==> src/core/efbsc_pkg.sv <==
// Notes on behaviour
// - Far-end block error count is 16 bits, split bytes
// - Low byte register returns bits seven to zero
// - Count one per received E-bit at zero
// - No counting during FAS or CRC-4 sync loss
// - CAS multiframe sync loss does not stop counting
// - Reading a counter returns it, then clears it
// - Counts cover events since that counter's last read
// - Eight-bit clear-on-read receive slip counter
// - One slip per frame repeated or dropped
package efbsc_pkg;
   // Bus geometry
   localparam int AXI_ADDR_W = 16;
   localparam int AXI_DATA_W = 32;
   localparam int REG_IDX_W = 14;

   // Register indices; byte address is four times the index
   localparam logic [13:0] IDX_FE_HI = 14'h0907;
   localparam logic [13:0] IDX_FE_LO = 14'h0908;
   localparam logic [13:0] IDX_SLIP = 14'h0909;
   localparam logic [13:0] IDX_IRQ_STATUS = 14'h0910;
   localparam logic [13:0] IDX_IRQ_ENABLE = 14'h0911;
   localparam logic [13:0] IDX_IRQ_CLEAR = 14'h0912;

   // Counter widths
   localparam int FE_CNT_W = 16;
   localparam int SLIP_CNT_W = 8;
   localparam int BYTE_W = 8;

   // Reset values
   localparam logic [15:0] FE_CNT_RST = 16'h0000;
   localparam logic [7:0] SLIP_CNT_RST = 8'h00;
   localparam logic [31:0] RDATA_RST = 32'h0000_0000;

   // Interrupt status layout
   localparam int STAT_W = 2;
   localparam int STAT_FE_BIT = 0;
   localparam int STAT_SLIP_BIT = 1;
   localparam logic [1:0] STAT_RST = 2'h0;

   // AXI response codes
   localparam logic [1:0] RESP_OKAY = 2'h0;
   localparam logic [1:0] RESP_SLVERR = 2'h2;
endpackage : efbsc_pkg

==> src/core/efbsc_top.sv <==
// The AXI4-Lite register port is this design's own decision.
`timescale 1ns/1ps
// E1 far-end block error and receive slip monitor counters, AXI4-Lite slave
module efbsc_top (
   // Clock and reset
   input wire logic sys_clk_in,
   input wire logic rstn_in,
   // Framer events
   input wire logic ebit_zero_in,
   input wire logic fas_sync_lost_in,
   input wire logic crc4_mf_sync_lost_in,
   input wire logic cas_mf_sync_lost_in,
   input wire logic slip_repeat_in,
   input wire logic slip_delete_in,
   // AXI4-Lite write address
   input wire logic s_axi_awvalid,
   output logic s_axi_awready,
   input wire logic [efbsc_pkg::AXI_ADDR_W-1:0] s_axi_awaddr,
   input wire logic [2:0] s_axi_awprot,
   // AXI4-Lite write data
   input wire logic s_axi_wvalid,
   output logic s_axi_wready,
   input wire logic [efbsc_pkg::AXI_DATA_W-1:0] s_axi_wdata,
   input wire logic [3:0] s_axi_wstrb,
   // AXI4-Lite write response
   output logic s_axi_bvalid,
   input wire logic s_axi_bready,
   output logic [1:0] s_axi_bresp,
   // AXI4-Lite read address
   input wire logic s_axi_arvalid,
   output logic s_axi_arready,
   input wire logic [efbsc_pkg::AXI_ADDR_W-1:0] s_axi_araddr,
   input wire logic [2:0] s_axi_arprot,
   // AXI4-Lite read data
   output logic s_axi_rvalid,
   input wire logic s_axi_rready,
   output logic [efbsc_pkg::AXI_DATA_W-1:0] s_axi_rdata,
   output logic [1:0] s_axi_rresp,
   // Interrupt
   output logic irq_out
);
   import efbsc_pkg::*;

   logic rst_n; // Synchronised reset for the whole block

   // Reset release
   efbsc_rst_sync u_rst_sync (
      .clk_in(sys_clk_in),
      .rstn_in(rstn_in),
      .rstn_out(rst_n)
   );

   // Event qualification
   logic fe_inc; // Qualified far-end block error
   logic slip_inc; // One frame repeated or dropped

   // CAS multiframe loss deliberately plays no part here
   assign fe_inc = ebit_zero_in && !fas_sync_lost_in
      && !crc4_mf_sync_lost_in;
   assign slip_inc = slip_repeat_in || slip_delete_in;

   // Read channel decode
   logic rd_take; // Read address accepted this cycle
   logic [REG_IDX_W-1:0] rd_idx; // Register index being read
   logic rd_hi; // Upper byte read accepted
   logic rd_lo; // Lower byte read accepted
   logic rd_slip; // Slip count read accepted

   assign rd_take = s_axi_arvalid && s_axi_arready;
   assign rd_idx = s_axi_araddr[AXI_ADDR_W-1:2];
   assign rd_hi = rd_take && (rd_idx == IDX_FE_HI);
   assign rd_lo = rd_take && (rd_idx == IDX_FE_LO);
   assign rd_slip = rd_take && (rd_idx == IDX_SLIP);

   // Counters
   logic [FE_CNT_W-1:0] fe_cnt; // Far-end block error count
   logic [SLIP_CNT_W-1:0] slip_cnt; // Receive slip count
   logic [BYTE_W-1:0] fe_lo_hold; // Lower byte captured at upper read

   // Upper read clears the whole count; the low byte lives on in the hold
   efbsc_counter #(
      .W(FE_CNT_W)
   ) u_fe_cnt (
      .clk_in(sys_clk_in),
      .rstn_in(rst_n),
      .inc_in(fe_inc),
      .clr_in(rd_hi),
      .count_out(fe_cnt)
   );

   efbsc_counter #(
      .W(SLIP_CNT_W)
   ) u_slip_cnt (
      .clk_in(sys_clk_in),
      .rstn_in(rst_n),
      .inc_in(slip_inc),
      .clr_in(rd_slip),
      .count_out(slip_cnt)
   );

   // Lower byte snapshot; a lone low read returns it and empties it
   always_ff @(posedge sys_clk_in or negedge rst_n) begin
      if (!rst_n) begin
         fe_lo_hold <= '0;
      end else if (rd_hi) begin
         fe_lo_hold <= fe_cnt[BYTE_W-1:0];
      end else if (rd_lo) begin
         fe_lo_hold <= '0;
      end
   end

   // Interrupt registers
   logic [STAT_W-1:0] irq_status; // Sticky event bits
   logic [STAT_W-1:0] irq_enable; // Mask onto irq_out
   logic [STAT_W-1:0] stat_set; // Events this cycle
   logic [STAT_W-1:0] stat_clr; // Software clear this cycle
   logic irq_any; // Some enabled status bit is set

   assign irq_any = |(irq_status & irq_enable);

   assign stat_set[STAT_FE_BIT] = fe_inc;
   assign stat_set[STAT_SLIP_BIT] = slip_inc;

   // Write channel state
   logic aw_got; // Write address held
   logic w_got; // Write data held
   logic [REG_IDX_W-1:0] wr_idx; // Held write index
   logic [AXI_DATA_W-1:0] wr_data; // Held write data
   logic [3:0] wr_strb; // Held byte strobes
   logic wr_do; // Both halves present, perform the write
   logic wr_mapped; // Index is a writable register

   assign wr_do = aw_got && w_got && !s_axi_bvalid;
   assign wr_mapped = (wr_idx == IDX_IRQ_ENABLE) || (wr_idx == IDX_IRQ_CLEAR);
   assign stat_clr = (wr_do && wr_idx == IDX_IRQ_CLEAR && wr_strb[0])
      ? wr_data[STAT_W-1:0] : '0;

   // Sticky status; a new event beats a clear in the same cycle
   always_ff @(posedge sys_clk_in or negedge rst_n) begin
      if (!rst_n) begin
         irq_status <= STAT_RST;
      end else begin
         irq_status <= (irq_status & ~stat_clr) | stat_set;
      end
   end

   // Enable register
   always_ff @(posedge sys_clk_in or negedge rst_n) begin
      if (!rst_n) begin
         irq_enable <= STAT_RST;
      end else if (wr_do && wr_idx == IDX_IRQ_ENABLE && wr_strb[0]) begin
         irq_enable <= wr_data[STAT_W-1:0];
      end
   end

   // Registered interrupt level, one cycle behind status
   always_ff @(posedge sys_clk_in or negedge rst_n) begin
      if (!rst_n) begin
         irq_out <= 1'b0;
      end else begin
         irq_out <= irq_any;
      end
   end

   // Address and data may arrive in either order; each is held until B
   always_ff @(posedge sys_clk_in or negedge rst_n) begin
      if (!rst_n) begin
         aw_got <= 1'b0;
         s_axi_awready <= 1'b0;
         wr_idx <= '0;
      end else if (s_axi_awvalid && s_axi_awready) begin
         aw_got <= 1'b1;
         s_axi_awready <= 1'b0;
         wr_idx <= s_axi_awaddr[AXI_ADDR_W-1:2];
      end else if (s_axi_bvalid && s_axi_bready) begin
         aw_got <= 1'b0;
         s_axi_awready <= 1'b1;
      end else if (!aw_got) begin
         s_axi_awready <= 1'b1;
      end
   end

   // Write data capture
   always_ff @(posedge sys_clk_in or negedge rst_n) begin
      if (!rst_n) begin
         w_got <= 1'b0;
         s_axi_wready <= 1'b0;
         wr_data <= RDATA_RST;
         wr_strb <= 4'h0;
      end else if (s_axi_wvalid && s_axi_wready) begin
         w_got <= 1'b1;
         s_axi_wready <= 1'b0;
         wr_data <= s_axi_wdata;
         wr_strb <= s_axi_wstrb;
      end else if (s_axi_bvalid && s_axi_bready) begin
         w_got <= 1'b0;
         s_axi_wready <= 1'b1;
      end else if (!w_got) begin
         s_axi_wready <= 1'b1;
      end
   end

   // Write response; counters and status are read-only and refuse writes
   always_ff @(posedge sys_clk_in or negedge rst_n) begin
      if (!rst_n) begin
         s_axi_bvalid <= 1'b0;
         s_axi_bresp <= RESP_OKAY;
      end else if (wr_do) begin
         s_axi_bvalid <= 1'b1;
         s_axi_bresp <= wr_mapped ? RESP_OKAY : RESP_SLVERR;
      end else if (s_axi_bvalid && s_axi_bready) begin
         s_axi_bvalid <= 1'b0;
      end
   end

   // Read data select, valued at the accepting edge
   logic [AXI_DATA_W-1:0] next_rdata; // Word for the read answer
   logic [1:0] next_rresp; // Response for the read answer

   always_comb begin
      next_rdata = RDATA_RST;
      next_rresp = RESP_OKAY;
      case (rd_idx)
         IDX_FE_HI: begin
            next_rdata[BYTE_W-1:0] = fe_cnt[FE_CNT_W-1:BYTE_W];
         end
         IDX_FE_LO: begin
            next_rdata[BYTE_W-1:0] = fe_lo_hold;
         end
         IDX_SLIP: begin
            next_rdata[SLIP_CNT_W-1:0] = slip_cnt;
         end
         IDX_IRQ_STATUS: begin
            next_rdata[STAT_W-1:0] = irq_status;
         end
         IDX_IRQ_ENABLE: begin
            next_rdata[STAT_W-1:0] = irq_enable;
         end
         IDX_IRQ_CLEAR: begin
            next_rdata = RDATA_RST; // Write-only, reads zero
         end
         default: begin
            next_rresp = RESP_SLVERR; // Unmapped address
         end
      endcase
   end

   // Read channel; one read in flight, arready drops until R is taken
   always_ff @(posedge sys_clk_in or negedge rst_n) begin
      if (!rst_n) begin
         s_axi_arready <= 1'b0;
         s_axi_rvalid <= 1'b0;
         s_axi_rdata <= RDATA_RST;
         s_axi_rresp <= RESP_OKAY;
      end else if (rd_take) begin
         s_axi_arready <= 1'b0;
         s_axi_rvalid <= 1'b1;
         s_axi_rdata <= next_rdata;
         s_axi_rresp <= next_rresp;
      end else if (s_axi_rvalid && s_axi_rready) begin
         s_axi_rvalid <= 1'b0;
         s_axi_arready <= 1'b1;
      end else if (!s_axi_rvalid) begin
         s_axi_arready <= 1'b1;
      end
   end
endmodule : efbsc_top

==> src/core/efbsc_rst_sync.sv <==
`timescale 1ns/1ps
// Two-stage reset release; assertion is immediate, release is clocked
module efbsc_rst_sync (
   // Clock and raw reset
   input wire logic clk_in,
   input wire logic rstn_in,
   // Synchronised reset
   output logic rstn_out
);
   logic stage1; // First stage, read only by the second

   // Release through two flops so deassertion meets timing
   always_ff @(posedge clk_in or negedge rstn_in) begin
      if (!rstn_in) begin
         stage1 <= 1'b0;
         rstn_out <= 1'b0;
      end else begin
         stage1 <= 1'b1;
         rstn_out <= stage1;
      end
   end
endmodule : efbsc_rst_sync

==> src/core/efbsc_counter.sv <==
`timescale 1ns/1ps
// Saturating clear-on-read event counter
module efbsc_counter #(
   parameter int W = 8
) (
   // Clock and reset
   input wire logic clk_in,
   input wire logic rstn_in,
   // Event and clear
   input wire logic inc_in,
   input wire logic clr_in,
   // Current count
   output logic [W-1:0] count_out
);
   // Refuse widths the bus cannot present
   if (W < 1 || W > 32) begin : g_bad_w
      $error("efbsc_counter width out of range");
   end

   logic [W-1:0] next_count; // Value for the next edge
   logic at_max; // Saturated; wrapping would fake a small count

   assign at_max = &count_out;

   // An event in the clearing cycle starts the new interval at one
   always_comb begin
      next_count = count_out;
      if (clr_in) begin
         next_count = inc_in ? W'(1) : '0;
      end else if (inc_in && !at_max) begin
         next_count = count_out + W'(1);
      end
   end

   // Count register, zero after reset
   always_ff @(posedge clk_in or negedge rstn_in) begin
      if (!rstn_in) begin
         count_out <= '0;
      end else begin
         count_out <= next_count;
      end
   end
endmodule : efbsc_counter

==> config.mk <==
export PLATFORM = sky130hd
export DESIGN_NAME = efbsc_top
export DESIGN_NICKNAME = d
export VERILOG_FILES = /design/src/core/efbsc_pkg.sv /design/src/core/efbsc_top.sv /design/src/core/efbsc_rst_sync.sv /design/src/core/efbsc_counter.sv
export SDC_FILE = /design/constraint.sdc
export NUM_CORES = 1
export LEC_CHECK = 0
export BUFFER_PORTS_ARGS = -buffer_cell sky130_fd_sc_hd__buf_4
export CAP_MARGIN = 20
export CORE_ASPECT_RATIO = 1.4
export CORE_UTILIZATION = 51
export CTS_CLUSTER_SIZE = 25
export DETAILED_ROUTE_END_ITERATION = 10
export MAX_ROUTING_LAYER = met4
export PLACE_DENSITY = 0.9
export SLEW_MARGIN = 25
export SYNTH_ARGS = -nofsm -noshare
export SYNTH_HDL_FRONTEND = slang
export SYNTH_HIERARCHICAL = 1
export SYNTH_SLANG_ARGS = --single-unit
==> constraint.sdc <==
create_clock -name sys_clk_in -period 3.06 [get_ports sys_clk_in]
set_input_delay 0.306 -clock sys_clk_in [delete_from_list [all_inputs] [get_ports sys_clk_in]]
set_output_delay 0.306 -clock sys_clk_in [all_outputs]
set_load 0.02 [all_outputs]
After elaboration in Yosys (flattened, before gate mapping)
Cells that the tools add are included.
{"block": "totals", "regBits": 75, "inputBits": 87, "out_inout_bits": 42}
{"block": "op_classes", "addsub": 2, "eq_ne": 11, "mux": 28, "bitwise": 4, "n_reduce_logical": 36}
{"cell": "$eq A14 B12 Y1 const B", "n": 8}
{"cell": "$mux W16", "n": 2}
{"cell": "$mux W8", "n": 4}
{"cell": "$logic_and A1 B1 Y1", "n": 18}
{"cell": "$pmux W6 S3", "n": 1}
{"cell": "$mux W1", "n": 17}
{"cell": "$add A16 B1 Y16 const B", "n": 1}
{"cell": "$reduce_and A16 Y1", "n": 1}
{"cell": "$reduce_bool A2 Y1", "n": 7}
{"cell": "$pmux W2 S5", "n": 1}
{"cell": "$ne A3 B1 Y1 const B", "n": 3}
{"cell": "$add A8 B1 Y8 const B", "n": 1}
{"cell": "$reduce_and A8 Y1", "n": 1}
{"cell": "$mux W2", "n": 3}
{"cell": "$reduce_or A6 Y1", "n": 1}
{"cell": "$logic_not A1 Y1", "n": 5}
{"cell": "$and A2 B2 Y2", "n": 2}
{"cell": "$logic_or A1 B1 Y1", "n": 2}
{"cell": "$not A2 Y2", "n": 1}
{"cell": "$or A2 B2 Y2", "n": 1}
{"cell": "$reduce_or A2 Y1", "n": 1}

Logic depth before layout (Yosys ltp)
{"block": "depth", "ltp_word": 8, "ltp_mapped": 7, "mapped_depth_nobuf": 6}

Cells and area by module
The synthesis kept the hierarchy.
{"module": "efbsc_top", "instances": 1, "cells_per_inst": 194, "area_per_inst_um2": 2334.7, "seq_area_each_um2": 1176.1}
{"module": "efbsc_counter at u_fe_cnt", "instances": 1, "cells_per_inst": 103, "area_per_inst_um2": 964.7, "seq_area_each_um2": 400.4}
{"module": "efbsc_counter at u_slip_cnt", "instances": 1, "cells_per_inst": 50, "area_per_inst_um2": 478.0, "seq_area_each_um2": 200.2}
{"module": "efbsc_rst_sync", "instances": 1, "cells_per_inst": 3, "area_per_inst_um2": 53.8, "seq_area_each_um2": 50.0}

Worst setup path before layout
No wires, ideal clock.
{"block": "synth_timing", "path_kind": "in2reg", "start": "input s_axi_araddr[7] (netlist bit)", "end": "register u_fe_cnt.count_out[14]", "setup_time_ns": 0.136, "t_arrival_ns": 2.079, "required_time_ns": 2.924, "setup_slack_ns": 0.846, "cell_stages": 6, "cell_sequence": "or4_4 -> nor4_4 -> buf_6 -> clkbuf_1 -> clkbuf_1 -> nor3_1"}
{"block": "synth_via", "elab_chain_cells": 3}
{"item": "from (decl)", "line_no": "efbsc_top.sv:32", "text": "input wire logic [efbsc_pkg::AXI_ADDR_W-1:0] s_axi_araddr,"}
{"item": "$eq A14 B12 Y1 (*)", "line_no": "efbsc_top.sv:71", "text": "assign rd_hi = rd_take && (rd_idx == IDX_FE_HI);"}
{"item": "$logic_and A1 B1 Y1 (*)", "line_no": "efbsc_top.sv:71"}
{"item": "named net rd_hi", "line_no": "efbsc_top.sv:65", "text": "logic rd_hi;"}
{"item": "$mux W16 / $reduce_bool A2 Y1 (equally long branches)"}
{"item": "to (signal assigned)", "line_no": "efbsc_counter.sv:40", "text": "count_out <= next_count;"}
{"item": "to (decl)", "line_no": "efbsc_counter.sv:13", "text": "output logic [W-1:0] count_out"}
The timed path passes the listed nets; every way through them passes the cells marked *.
A chain may end at the register's enable or synchronous reset.

Worst setup path after layout
{"block": "layout_timing", "start": "register s_axi_arready", "end": "register u_slip_cnt.count_out[0]"}
{"block": "layout_via", "elab_chain_cells": 3}
{"item": "from (decl)", "line_no": "efbsc_top.sv:31", "text": "output logic s_axi_arready,"}
{"item": "from (signal assigned)", "line_no": "efbsc_top.sv:251", "text": "s_axi_arready <= 1'b0;"}
{"item": "from (signal assigned)", "line_no": "efbsc_top.sv:256", "text": "s_axi_arready <= 1'b0;"}
{"item": "from (signal assigned)", "line_no": "efbsc_top.sv:262", "text": "s_axi_arready <= 1'b1;"}
{"item": "$logic_and A1 B1 Y1 (*)", "line_no": "efbsc_top.sv:69", "text": "assign rd_take = s_axi_arvalid && s_axi_arready;"}
{"item": "$logic_and A1 B1 Y1 (*)", "line_no": "efbsc_top.sv:73", "text": "assign rd_slip = rd_take && (rd_idx == IDX_SLIP);"}
{"item": "named net rd_slip", "line_no": "efbsc_top.sv:67", "text": "logic rd_slip;"}
{"item": "$mux W8 / $reduce_bool A2 Y1 (equally long branches)"}
{"item": "to (signal assigned)", "line_no": "efbsc_counter.sv:40"}
{"item": "to (decl)", "line_no": "efbsc_counter.sv:13"}
Marks and branches as above.

==> summary.txt <==
Synthesis
  • Area share of the largest cell type after synthesis: 0.477
  • Avg Cell Area, Syn: 10.9 um^2
  • Synth Instances: 350
  • Asr flop ratio synth: 1.00
  • Post-synthesis instance area: 0.00383 mm^2
  • Synth Flop Type: dfrtp_1
  • Register bit total from synthesis: 73
  • Top cells by area in the synthesized netlist: dfrtp_1 (48%), mux2_2 (7.1%), buf_4 (5.1%), mux2i_1 (3.4%), nand2_1 (2.4%)
  • Area leader, netlist: dfrtp_1
  • Yosys cell types: 66
  • Seq/Total Area, Yosys: 0.477
  • Number of synthesized flops with an enable pin: 0
  • Ys Warns: 6

Placed design
  • Hpwl dp: roughly 5800 um
  • Gpl congestion: approximately 0.89
  • IO buf count: between 50 and 60
  • Placed instance area: between 0.004 and 0.005 mm^2

Timing
  • Period minus WS final: approximately 2.0 ns
  • Setup violators final: 0
  • Final period util: 0.641
  • Slew HR: 0.572
  • Maximum clock rate: between 500 and 600 MHz
  • Worst Max-Slew Pin Slew: 0.642 ns
  • Skew final: 0.00695 ns
  • Final Hold Fails: 0
  • Max-slew violations: 0
  • Setup TNS: 0 ns
  • RSZ-0062 raised after global routing: no

Clock network
  • TritonCTS Buffers: 9
  • H-tree lvl count: 3
  • Clock root buffer: clkbuf_8
  • Worst-Skew Late Latency: roughly 0.36 ns
  • # resized after CTS: 0
  • CTS Buffer Depth: 2
  • Setup Buffers After CTS: 0
  • Clock transition at the registers of the reported paths: around 0.080 ns
  • Clock Sinks: 73
  • Hold buffer count at CTS: 1
  • CTS tree: built

Die
  • Die height: approximately 100 um
  • Row Count: 37
  • Core area: ~0.0073 mm^2
  • Chip width: 75.3 um
  • Die area: a little under 0.008 mm^2
  • Total I/O pin count: 129
  • Starting Density: 0.524

Power and ir drop
  • Internal power: 2150 uW
  • Total power: 3070 uW
  • Net switching power: 924 uW
  • Comb power frac: 0.214
  • Pwr dens: between 600 and 700 mW/mm^2
  • Clock share of power: 0.324
  • Sw frac: 0.301
  • Peak VDD IR: between 0.4 and 0.5 mV
  • Leakage power: roughly 0.002 uW
  • Flop pwr share: 0.462

Final layout
  • Layout cells sized above 1: 0.300
  • NumNets Final: 504
  • Area Overhead vs Synth: 18.6%
  • Antenna cells: 0
  • Final Cell Area: between 0.004 and 0.005 mm^2

Critical path
  • Data arrival, critical path: 2.24 ns
  • CP startpoint kind: register
  • Worst path max stage delay: a little under 0.4 ns
  • CP top delay family: simple AND/OR/NAND/NOR gates
  • Slowest CP cell: dfrtp_1
  • Worst-path cell chain: nand4bb_1 -> or2_2 -> nor4_1 -> buf_4 -> nor2_1 -> and3_1 -> nor3_1
  • WP depth: 7
  • WP data required: 3.34 ns
  • Crit-path max FO: 10
  • R2R depth: 7
  • Worst Path Class, Setup: register to register
  • Worst Path Buf+Inv: 1
  • Setup crit end kind: register

Drt
  • Drt drc: 2
  • Post-DRT Antenna Nets: 0
  • Post-DR vias/cell: around 5.8
  • Starting DRT DRC Count: approximately 220
  • Final WL: slightly above 8000 um
  • DR vias: around 3,000
  • Average wire per standard cell: approximately 16 um
  • Pre-antenna DRT Iters: 9

Global route
  • Largest net degree at the start of global routing: 39
  • Vias in the first global route: just under 3,000
  • Overflow after GRT: 0
  • Initial antenna violation count: 0
  • First-pass GRT wire length: roughly 13,000 um
  • GRT Total Usage: 0.231

Outcome
  • Status: complete, but fails checks
  • Violated checks: DRC

Worst hold path
  • Worst min-delay path category: primary input to register
  • Hold Path Stages: 2

Flow run
  • Number of max-cap violations: 0
-- power groups by stage --
stage          registers, uW  clock network [uW]  logic [uW]
2_1_floorplan           1400                   0         478
3_3_place_gp            1410                   0         618
3_5_place_dp            1430                   0         649
4_1_cts                 1410                1000         655
5_1_grt                 1450                1040         721
6_report                1420                 994         657
-- per-stage QoR --
stage                     hold WS [ns]  worst slack (ns)   util  instances
final                            0.126              1.10  0.621        517
after global routing             0.124             0.981  0.621        517
after CTS                        0.118              1.08  0.621        517
after detailed placement        0.0910             0.968  0.583        500
after global placement          0.0900              1.01  0.583        500
after floorplan                 0.0104             0.846      -        375
-- registers in the layout (all words and copies together), names as in the netlist, 2 cells and up --
| name | cells |
|---|---|
| u_slip_cnt/count_out | 8 |
| irq_enable | 2 |
| s_axi_rdata | 8 |
| wr_idx | 14 |
| wr_data | 2 |
| fe_lo_hold | 8 |
| irq_status | 2 |
| u_fe_cnt/count_out | 16 |
-- worst paths after layout --
kind / startpoint / to / slack [ns]
worst min-delay path: s_axi_bready / s_axi_bvalid$_DFFE_PN0P_ / 0.13
worst max-delay path: s_axi_arready$_DFFE_PN0P_ / u_slip_cnt/count_out[0]$_DFFE_PN0P_ / 1.10
max in group asynchronous: u_rst_sync/rstn_out$_DFF_PN0_ / u_fe_cnt/count_out[8]$_DFFE_PN0P_ / 1.94
worst min register to register: u_rst_sync/rstn_out$_DFF_PN0_ / u_fe_cnt/count_out[15]$_DFFE_PN0P_ / 0.29
min in group asynchronous: rstn_in / u_rst_sync/rstn_out$_DFF_PN0_ / 0.26
worst max register to register: s_axi_arready$_DFFE_PN0P_ / u_slip_cnt/count_out[0]$_DFFE_PN0P_ / 1.10
-- cell families after synthesis --
family	Yosys count	synth area share
AO/OA/AOI/OAI	73	0.132
other	2	0.00196
AND/OR/NAND/NOR	119	0.197
XOR/XNOR	2	0.00457
buffers and inverters	41	0.0722
multiplexers	38	0.108
adder cells (fa/ha/maj)	2	0.00653
flip-flops	73	0.477
-- layer usage --
| layer | global-route usage | up-vias | routed length [um] |
|---|---|---|---|
| met3 | 0.0530 | 21 | 352 |
| met4 | 0.111 | 0 | 256 |
| li1 | - | 1373 | - |
| met2 | 0.384 | 100 | 4510 |
| met5 | - | - | 0 |
| met1 | 0.255 | 1509 | 3160 |
-- cell usage in the layout, fill, tap and decap left out, types with 3 or more instances in the layout --
cell type	n
a211oi_1	4
a21oi_1	17
a22o_2	7
a22oi_1	6
and3_1	4
and4_1	4
buf_4	63
bufinv_16	4
clkbuf_8	9
clkinvlp_4	3
conb_1	27
dfrtp_1	72
inv_1	6
mux2_2	24
mux2i_1	13
nand2_1	24
nand2b_1	5
nand3_1	4
nand4_1	10
nor2_1	12
nor2b_1	7
nor3_1	9
nor4_1	5
o21a_1	3
o21ai_0	13
o31ai_1	3
or3_1	6
-- area by class of cell --
cell class / instances / area, um^2
Clock buffer: 9 / 124
Clock inverter: 7 / 143
Fill cell: 586 / 2770
Inverter: 6 / 22.5
Multi-Input combinational cell: 261 / 1820
Sequential cell: 73 / 1830
Tap cell: 97 / 121
Timing Repair Buffer: 64 / 483
-- synth_stat cells (all sizes together) (4+ instances only) --
cell	instances
a211oi	4
a21oi	18
a22o	9
a22oi	8
and3	5
and4	4
buf	29
clkbuf	6
dfrtp	73
inv	6
mux2	25
mux2i	13
nand2	24
nand2b	5
nand3	5
nand4	11
nor2	12
nor2b	7
nor3	10
nor4	8
o21ai	15
or3	6
-- worst register-to-register path, cell delays in order (launching register included) --
cell and delay, ns:
dfrtp_1 0.39, nand4bb_1 0.23, or2_2 0.37, nor4_1 0.26, buf_4 0.22, nor2_1 0.06
and3_1 0.18, nor3_1 0.16
No activity file was read; power rests on OpenSTA's default activity.
